$ cat src/core/hbd_params.svh
// constants for the h-bridge drive controller
// assumes ref_clk at 50 MHz and a bridge with direction, brake and pwm pins
//
// Functional notes
// - anti-phase: duty on direction, pwm high
// - sign/magnitude: sign on direction, duty on pwm
// - input transitions at least 1 us apart
// - keep 1 us between successive transitions
// - treat warning as interrupt, reduce drive
// - hold each input pulse at least 1 us
`ifndef HBD_PARAMS_SVH
`define HBD_PARAMS_SVH

// ----------------------------------------------------------------
// timing
// ----------------------------------------------------------------
`define HBD_CLK_MHZ        50
`define HBD_SEP_NS         1000
`define HBD_SEP_CYC        ((`HBD_SEP_NS * `HBD_CLK_MHZ + 999) / 1000)
`define HBD_HOLD_NS        1000
`define HBD_HOLD_CYC       ((`HBD_HOLD_NS * `HBD_CLK_MHZ + 999) / 1000)
`define HBD_CNT_W          8

// ----------------------------------------------------------------
// register map (word addresses on the local port)
// ----------------------------------------------------------------
`define HBD_ADDR_W         4
`define HBD_A_CTRL         4'h0
`define HBD_A_DUTY         4'h1
`define HBD_A_PERIOD       4'h2
`define HBD_A_STATUS       4'h3
`define HBD_A_INTST        4'h4
`define HBD_A_INTMASK      4'h5

// ctrl fields
`define HBD_C_EN           0
`define HBD_C_MODE         1
`define HBD_C_SIGN         2
`define HBD_C_BRAKE        3
`define HBD_C_COAST        4
`define HBD_C_AUTOSTOP     5
`define HBD_CTRL_W         6
`define HBD_CTRL_RST       6'h00
`define HBD_DUTY_RST       8'h00
`define HBD_PERIOD_RST     8'hff
`define HBD_MASK_RST       2'h0

// interrupt bits
`define HBD_I_WARN         0
`define HBD_I_CLEAR        1
`define HBD_INT_W          2

`endif

$ cat src/core/hbd_pkg.sv
// types for the h-bridge drive controller
// assumes the params header is included by users
package hbd_pkg;
	// pin sequencer states, one-hot
	typedef enum logic [3:0] {
		SEQ_IDLE = 4'b0001,
		SEQ_GAP  = 4'b0010,
		SEQ_PIN  = 4'b0100,
		SEQ_HOLD = 4'b1000
	} hbd_seq_state_type;

	// requested pin levels
	typedef struct packed {
		logic dir;
		logic brake;
		logic pwm;
	} hbd_pins_type;
endpackage

$ cat src/core/hbd_pin_if.sv
// carrier between the waveform generator and the pin sequencer
// assumes a single ref_clk domain
`timescale 1ns/100ps
interface hbd_pin_if;
	hbd_pkg::hbd_pins_type want;   // target pin levels
	hbd_pkg::hbd_pins_type pins;   // levels now on the pins
	logic                  busy;   // sequencer still spacing edges
	modport gen (output want, input pins, input busy);
	modport seq (input want, output pins, output busy);
endinterface

$ cat src/core/hbd_ctrl.sv
// top of the h-bridge drive controller: register port, interrupt,
// warning pin input and the three bridge input pins
// assumes the bridge's warning pin has an external pull-up
//
// Our own choices: the register offsets and strobed register access.
`timescale 1ns/100ps
`include "hbd_params.svh"
module hbd_ctrl (
	input  wire logic                   ref_clk,
	input  wire logic                   rst_n,
	input  wire logic [`HBD_ADDR_W-1:0] regAddr,
	input  wire logic [31:0]            regWdata,
	input  wire logic                   regWr,
	input  wire logic                   regRd,
	output logic      [31:0]            regRdata,
	output logic                        irq,
	input  wire logic                   warnPin_n,
	output logic                        dirPin,
	output logic                        brakePin,
	output logic                        pwmPin
);
	// ------------------------------------------------------------
	// registers
	// ------------------------------------------------------------
	logic [`HBD_CTRL_W-1:0] ctrl_q;      // control bits
	logic [7:0]             duty_q;      // duty in period counts
	logic [7:0]             period_q;    // period top
	logic [`HBD_INT_W-1:0]  intSt_q;     // sticky events
	logic [`HBD_INT_W-1:0]  intMask_q;   // event enables
	logic [31:0]            rdata_q;     // read data
	logic                   irq_q;       // interrupt level
	logic                   warnS1_q;    // sync stage one
	logic                   warnS2_q;    // sync stage two
	logic                   warnOld_q;   // last synced warning
	logic                   stop_q;      // auto stop latched
	logic                   warn;        // warning active, high
	logic                   warnRise;    // warning start event
	logic                   warnFall;    // warning end event
	logic [`HBD_INT_W-1:0]  evt;         // this cycle's events
	hbd_pin_if              pinIf ();

	// ------------------------------------------------------------
	// warning input
	// ------------------------------------------------------------
	// open-collector pin, pulled up; only read after two flops
	always_ff @(posedge ref_clk or negedge rst_n) begin
		if (!rst_n) begin
			warnS1_q  <= 1'b1;
			warnS2_q  <= 1'b1;
			warnOld_q <= 1'b0;
		end else begin
			warnS1_q  <= warnPin_n;
			warnS2_q  <= warnS1_q;
			warnOld_q <= ~warnS2_q;
		end
	end

	// active low at the pin; 145 C warning, bridge still running
	assign warn     = ~warnS2_q;
	assign warnRise = warn & ~warnOld_q;
	assign warnFall = ~warn & warnOld_q;
	assign evt      = {warnFall, warnRise};

	// ------------------------------------------------------------
	// register writes
	// ------------------------------------------------------------
	always_ff @(posedge ref_clk or negedge rst_n) begin
		if (!rst_n) begin
			ctrl_q    <= `HBD_CTRL_RST;
			duty_q    <= `HBD_DUTY_RST;
			period_q  <= `HBD_PERIOD_RST;
			intMask_q <= `HBD_MASK_RST;
		end else if (regWr) begin
			case (regAddr)
				`HBD_A_CTRL:    ctrl_q    <= regWdata[`HBD_CTRL_W-1:0];
				`HBD_A_DUTY:    duty_q    <= regWdata[7:0];
				`HBD_A_PERIOD:  period_q  <= regWdata[7:0];
				`HBD_A_INTMASK: intMask_q <= regWdata[`HBD_INT_W-1:0];
				default:        ;   // other addresses ignore writes here; INTST writes clear below
			endcase
		end
	end

	// ------------------------------------------------------------
	// interrupt status, write one to clear, set wins
	// ------------------------------------------------------------
	always_ff @(posedge ref_clk or negedge rst_n) begin
		if (!rst_n) begin
			intSt_q <= '0;
		end else if (regWr && regAddr == `HBD_A_INTST) begin
			intSt_q <= (intSt_q & ~regWdata[`HBD_INT_W-1:0]) | evt;
		end else begin
			intSt_q <= intSt_q | evt;
		end
	end

	// warning is the controller's interrupt
	always_ff @(posedge ref_clk or negedge rst_n) begin
		if (!rst_n) begin
			irq_q <= 1'b0;
		end else begin
			irq_q <= |(intSt_q & intMask_q);
		end
	end

	// ------------------------------------------------------------
	// orderly stop on warning
	// ------------------------------------------------------------
	// held until software drops the enable; device-side 170 C
	// shutdown and current retry need nothing here
	always_ff @(posedge ref_clk or negedge rst_n) begin
		if (!rst_n) begin
			stop_q <= 1'b0;
		end else if (!ctrl_q[`HBD_C_EN]) begin
			stop_q <= 1'b0;
		end else if (warn && ctrl_q[`HBD_C_AUTOSTOP]) begin
			stop_q <= 1'b1;
		end
	end

	// ------------------------------------------------------------
	// reads, data one cycle later
	// ------------------------------------------------------------
	always_ff @(posedge ref_clk or negedge rst_n) begin
		if (!rst_n) begin
			rdata_q <= 32'h0000_0000;
		end else if (regRd) begin
			case (regAddr)
				`HBD_A_CTRL:    rdata_q <= {26'h0, ctrl_q};
				`HBD_A_DUTY:    rdata_q <= {24'h0, duty_q};
				`HBD_A_PERIOD:  rdata_q <= {24'h0, period_q};
				`HBD_A_STATUS:  rdata_q <= {26'h0, pinIf.pins.pwm, pinIf.pins.brake,
				                            pinIf.pins.dir, pinIf.busy, stop_q, warn};
				`HBD_A_INTST:   rdata_q <= {30'h0, intSt_q};
				`HBD_A_INTMASK: rdata_q <= {30'h0, intMask_q};
				default:        rdata_q <= 32'h0000_0000;
			endcase
		end else begin
			rdata_q <= 32'h0000_0000;
		end
	end

	// ------------------------------------------------------------
	// waveform and pin sequencing
	// ------------------------------------------------------------
	hbd_pwm_gen uGen (
		.ref_clk (ref_clk),
		.rst_n   (rst_n),
		.ctrl    (ctrl_q),
		.duty    (duty_q),
		.period  (period_q),
		.stopReq (stop_q),
		.pinIf   (pinIf)
	);

	hbd_pin_seq uSeq (
		.ref_clk (ref_clk),
		.rst_n   (rst_n),
		.pinIf   (pinIf)
	);

	// pins come straight from the sequencer flops; brake-high
	// reset state keeps every switch off
	assign dirPin   = pinIf.pins.dir;
	assign brakePin = pinIf.pins.brake;
	assign pwmPin   = pinIf.pins.pwm;
	assign regRdata = rdata_q;
	assign irq      = irq_q;
endmodule

$ cat src/core/hbd_pin_seq.sv
// pin sequencer: moves one pin at a time with guaranteed spacing
// assumes inputs are from the same clock domain
`timescale 1ns/100ps
`include "hbd_params.svh"
module hbd_pin_seq (
	input  wire logic ref_clk,
	input  wire logic rst_n,
	hbd_pin_if.seq    pinIf
);
	// ------------------------------------------------------------
	// state
	// ------------------------------------------------------------
	hbd_pkg::hbd_seq_state_type state_q;   // sequencer state
	hbd_pkg::hbd_pins_type      pins_q;    // driven pin levels
	logic [`HBD_CNT_W-1:0]      cnt_q;     // spacing counter

	// first differing pin: brake rising before direction before pwm before brake falling;
	// one change per step so no two edges ever align
	function automatic hbd_pkg::hbd_pins_type step(input hbd_pkg::hbd_pins_type cur,
	                                               input hbd_pkg::hbd_pins_type tgt);
		hbd_pkg::hbd_pins_type r;
		r = cur;
		if (cur.brake != tgt.brake && tgt.brake) r.brake = 1'b1;
		else if (cur.dir != tgt.dir) r.dir = tgt.dir;
		else if (cur.pwm != tgt.pwm) r.pwm = tgt.pwm;
		else r.brake = tgt.brake;
		return r;
	endfunction

	// ------------------------------------------------------------
	// edge spacing
	// ------------------------------------------------------------
	// one edge, then a full separation before any other
	always_ff @(posedge ref_clk or negedge rst_n) begin
		if (!rst_n) begin
			state_q <= hbd_pkg::SEQ_IDLE;
			pins_q  <= '{dir: 1'b0, brake: 1'b1, pwm: 1'b0};
			cnt_q   <= '0;
		end else begin
			case (state_q)
				hbd_pkg::SEQ_IDLE: begin
					if (pinIf.want != pins_q) begin
						state_q <= hbd_pkg::SEQ_PIN;
					end
				end
				hbd_pkg::SEQ_PIN: begin
					pins_q  <= step(pins_q, pinIf.want);
					cnt_q   <= `HBD_CNT_W'(`HBD_SEP_CYC);
					state_q <= hbd_pkg::SEQ_HOLD;
				end
				hbd_pkg::SEQ_HOLD: begin
					// wait covers both 1 us separation and pulse width
					if (cnt_q == `HBD_CNT_W'(1)) begin
						state_q <= hbd_pkg::SEQ_GAP;
					end
					cnt_q <= cnt_q - `HBD_CNT_W'(1);
				end
				hbd_pkg::SEQ_GAP: begin
					state_q <= (pinIf.want != pins_q) ? hbd_pkg::SEQ_PIN
					                                   : hbd_pkg::SEQ_IDLE;
				end
				default: begin
					state_q <= hbd_pkg::SEQ_IDLE;
				end
			endcase
		end
	end

	assign pinIf.pins = pins_q;
	assign pinIf.busy = (state_q != hbd_pkg::SEQ_IDLE);
endmodule

$ cat src/core/hbd_pwm_gen.sv
// duty generator: makes target pin levels from mode, sign and duty
// assumes the sequencer spaces the edges it asks for
`timescale 1ns/100ps
`include "hbd_params.svh"
module hbd_pwm_gen (
	input  wire logic                  ref_clk,
	input  wire logic                  rst_n,
	input  wire logic [`HBD_CTRL_W-1:0] ctrl,
	input  wire logic [7:0]            duty,
	input  wire logic [7:0]            period,
	input  wire logic                  stopReq,
	hbd_pin_if.gen                     pinIf
);
	// ------------------------------------------------------------
	// period counter
	// ------------------------------------------------------------
	logic [7:0] phase_q;   // position in pwm period
	logic       active;    // duty portion of period

	// free running; period register sets the top
	always_ff @(posedge ref_clk or negedge rst_n) begin
		if (!rst_n) begin
			phase_q <= 8'h00;
		end else if (phase_q >= period) begin
			phase_q <= 8'h00;
		end else begin
			phase_q <= phase_q + 8'h01;
		end
	end

	assign active = (phase_q < duty);

	// ------------------------------------------------------------
	// target levels
	// ------------------------------------------------------------
	// a short period limits resolution: edges closer than the
	// sequencer spacing get stretched, but a pulse over before SEQ_PIN samples want is dropped
	always_comb begin
		pinIf.want = '{dir: 1'b0, brake: 1'b1, pwm: 1'b0}; // all off
		if (!ctrl[`HBD_C_EN] || stopReq || ctrl[`HBD_C_COAST]) begin
			pinIf.want = '{dir: 1'b0, brake: 1'b1, pwm: 1'b0}; // coast
		end else if (ctrl[`HBD_C_BRAKE]) begin
			pinIf.want = '{dir: 1'b0, brake: 1'b1, pwm: 1'b1}; // short load low
		end else if (ctrl[`HBD_C_MODE]) begin
			// anti-phase: duty on direction, pwm held high
			pinIf.want = '{dir: active, brake: 1'b0, pwm: 1'b1};
		end else begin
			// sign/magnitude: zero duty means pwm stays low
			pinIf.want = '{dir: ctrl[`HBD_C_SIGN], brake: 1'b0, pwm: active};
		end
	end
endmodule

$ cat config.mk
export PLATFORM = sky130hd
export DESIGN_NAME = hbd_ctrl
export DESIGN_NICKNAME = d
export VERILOG_FILES = /design/src/core/hbd_pkg.sv /design/src/core/hbd_pin_if.sv /design/src/core/hbd_ctrl.sv /design/src/core/hbd_pin_seq.sv /design/src/core/hbd_pwm_gen.sv
export VERILOG_INCLUDE_DIRS = /design/src /design/src/core
export SDC_FILE = /design/constraint.sdc
export NUM_CORES = 1
export LEC_CHECK = 0
export ABC_AREA = 1
export BUFFER_PORTS_ARGS = -buffer_cell sky130_fd_sc_hd__buf_2
export CORE_UTILIZATION = 58
export DETAILED_ROUTE_END_ITERATION = 16
export GPL_TIMING_DRIVEN = 0
export PLACE_DENSITY = 0.81
export SLEW_MARGIN = 20
export SYNTH_ARGS = -nofsm -noshare
export SYNTH_HDL_FRONTEND = slang
export SYNTH_SLANG_ARGS = --single-unit
$ cat constraint.sdc
create_clock -name ref_clk -period 4.1 [get_ports ref_clk]
set_input_delay 0.41 -clock ref_clk [delete_from_list [all_inputs] [get_ports ref_clk]]
set_output_delay 0.41 -clock ref_clk [all_outputs]
set_load 0.01 [all_outputs]
==> summary.md <==
| Metric | Value |
|---|---|
| Status | `completed` |
| Gr usage total | `25.5%` |
| Largest family of logic cells by synthesized area | `simple AND/OR/NAND/NOR gates` |
| Num CTS Buffers | `9` |
| WL/cell | `12.8 um` |
| # setup viols final | `0` |
| Fin Setup TNS | `0 ps` |
| Synth Flop Type | `dfrtp_1` |
| Count of unique library cells instantiated by Yosys | `37` |
| Pint | `0.00135 W` |
| Worst Tran Pin Value | `around 750 ps` |
| Metal-1 WL | `2860 um` |
| Post-synthesis compound-gate area fraction | `between 10 and 15%` |
| Clock share of power | `28.4%` |
| Die ar. | `6070 um2` |
| Max Slew Vio Count | `0` |
| Overflow after GRT | `0` |
| Cells on worst reg2reg path | `7` |
| Fmax | `533 MHz` |
| Net Sw Power | `0.000772 W` |
| Die width | `77.9 um` |
| Postcts setup bufs | `0` |
| CTS H-Tree Depth | `3` |
| Unrepaired setup endpoints after global routing | `false` |
| Clock-pin slew on the worst setup and hold paths | `~80 ps` |
| P_leak | `just over 2 nW` |
| WHS | `around 120 ps` |
| Met3 WL post-DR | `551 um` |
| Yosys reg bits | `slightly above 60` |
| Hold Crit Class | `input port to async pin` |
| Power per cell area | `547 nW/um2` |
| Number of synthesized flops with an enable pin | `0` |
| Worst-skew pair later-pin latency | `350 ps` |
| Largest net degree at the start of global routing | `63` |
| Met2 wire length | `roughly 3400 um` |
| Multiplexer area fraction after synthesis | `0%` |
| Post-synthesis xor/xnor area fraction | `less than 1%` |
| Synthesis-to-finish area growth | `16.2%` |
| Simple-gate share of the synthesized area | `around a fifth` |
| Slew headroom | `49.9%` |
| Synth Warn # | `0` |
| Critical Path RT | `4360 ps` |
| Commonest non-fill, non-tap cell in the layout | `nand2_1` |
| Net Sw Frac | `36.4%` |
| Initial Utilization | `60.3%` |
| Post-CTS Hold Buffers | `0` |
| Vias in the first global route | `roughly 2600` |
| Adder-cell share of the synthesized area | `7.12%` |
| Routability cong. | `0.880` |
| Final worst slack | `approximately 2200 ps` |
| Longest Clk Path Bufs | `2` |
| Clk Tree Root Cell | `clkbuf_8` |
| CTS tree | `yes` |
| Row count | `27` |
| Crit Path Max Fanout | `8` |
| Layout cells sized above 1 | `20.1%` |
| First-pass GRT wire length | `roughly 12000 um` |
| Num Clock Sinks | `62` |
| DR vias | `2724` |
| Avg Cell Area, Syn | `8.43 um2` |
| Placed cell count | `519` |
| Final Util | `70.0%` |
| Nets | `518` |
| DR pass1 iterations | `4` |
| Final Hold Fails | `0` |
| Die Height | `77.9 um` |
| Routed Antenna Nets | `0` |
| WP data arrival | `2130 ps` |
| Crit path launch type | `register` |
| Remaining DRCs | `0` |
| Iter 0 DRT Violations | `191` |
| Most frequent cells in the layout | `nand2_1, inv_1, dfrtp_1, o21ai_0` |
| CTS-repair resized insts | `0` |
| Fin crit share | `45.7%` |
| Initial antenna violation count | `0` |
| Vias per cell | `5.09` |
| Final min period | `between 1500 and 2000 ps` |
| Core Area | `about 5500 um2` |
| Max Clock Skew | `10.4 ps` |
| Max layer used | `met4` |
| Crit path kind | `register to register` |
| Number of port buffers | `28` |
| Post-DP HPWL | `5040 um` |
| Cell Area, Synth | `3340 um2` |
| Setup WS pre-CTS | `2260 ps` |
| Routed WL | `6860 um` |
| Post-synth ARST share | `100%` |
| Ports | `77` |
| CP endpoint kind | `register` |
| Finished Layout Cells | `around 540` |
| Seq/Total Area, Yosys | `46.9%` |
| Sequential share of power | `between 40% and 50%` |
| FILL cells | `roughly 420` |
| Gate Count Post-Synth | `396` |
| Peak VDD IR | `0.000290 V` |
| Comb pwr share | `30.0%` |
| Max-cap viol count | `0` |
| Antenna Diode Count | `0` |
-- cell type report --
type | count | area [um2] | share of cell area, %
plain buffers | 27 | 194 | 5.00
clock buffers | 9 | 124 | 3.19
clock inverters | 7 | 97.6 | 2.52
inverters | 62 | 233 | 6.00
multi-input cells | 268 | 1430 | 36.9
flip-flops and latches | 62 | 1570 | 40.4
well taps | 72 | 90.1 | 2.32
repair buffers | 28 | 143 | 3.68
-- synth_stat cells, types with 4 or more instances --
| master | n | area [um2] |
|---|---|---|
| a221oi_1 | 4 | 35.0 |
| buf_4 | 24 | 180 |
| dfrtp_1 | 50 | 1250 |
| a21oi_1 | 15 | 75.1 |
| nor3_1 | 5 | 25.0 |
| o21ai_0 | 36 | 180 |
| dfstp_2 | 12 | 315 |
| o22ai_1 | 8 | 50.1 |
| inv_1 | 59 | 221 |
| nand4_1 | 5 | 31.3 |
| nand3_1 | 12 | 60.1 |
| nand2_1 | 84 | 315 |
| ha_1 | 19 | 238 |
| nor2_1 | 29 | 109 |
-- kinds of logic (layout without fill, tap and decap cells) --
family / after synthesis / count (layout)
other: 1 / 24
xor gates and xnor gates: 3 / 3
adders and majority gates: 19 / 19
buffers and inverters: 89 / 133
AOI/OAI and AO/OA: 72 / 72
and+or+nand+nor: 150 / 150
DFF: 62 / 62
-- power groups by stage --
stage	clock network (W)	logic (W)	registers, W
global route	0.000638	0.000740	0.000900
CTS	0.000608	0.000639	0.000882
finish	0.000603	0.000636	0.000882
global placement	0	0.000602	0.000885
floorplan	0	0.000475	0.000870
detailed placement	0	0.000631	0.000892
-- sequential cells by signal (all words and copies together), names as in the netlist, 2 cells and up --
signal,cells
intMask_q,2
uSeq.state_q,4
period_q,8
regRdata,8
ctrl_q,6
intSt_q,2
uSeq.pinIf.pins,3
uSeq.cnt_q,8
uGen.phase_q,8
duty_q,8
-- worst max-delay path, cell delays in order, from the launching register on --
cell       delay, ps
dfstp_2          570
inv_1             50
ha_1             300
a21oi_1          130
o21ai_0           90
nand2_1           70
o2111ai_1        300
nor3b_1          270
-- metal layers --
metal,GRT usage [%],up-vias
li1,-,1370
met5,0,-
met2,42.5,94
met4,7.17,0
met3,8.94,13
met1,31.1,1247
-- per-stage QoR --
| step | power, W | area (um2) |
|---|---|---|
| floorplan | 0.00135 | 3430 |
| global placement | 0.00149 | 3660 |
| detailed placement | 0.00152 | 3660 |
| CTS | 0.00213 | 3880 |
| global route | 0.00228 | 3880 |
| finish | 0.00212 | 3880 |
-- path summary, 6_finish.rpt --
check | to | startpoint | slack [ps]
max in group asynchronous | uGen.phase_q[7]$_DFF_PN0_ | rst_n | 3470
worst max register to register | uGen.phase_q[3]$_DFF_PN0_ | period_q[3]$_DFFE_PN1P_ | 2230
min in group ref_clk | warnS1_q$_DFF_PN1_ | warnPin_n | 160
worst max-delay path | uGen.phase_q[3]$_DFF_PN0_ | period_q[3]$_DFFE_PN1P_ | 2230
worst min-delay path | uSeq.pinIf.pins[2]$_DFFE_PN0P_ | rst_n | 120
worst min register to register | warnS2_q$_DFF_PN1_ | warnS1_q$_DFF_PN1_ | 360
Power figures use the tool's default switching activity.
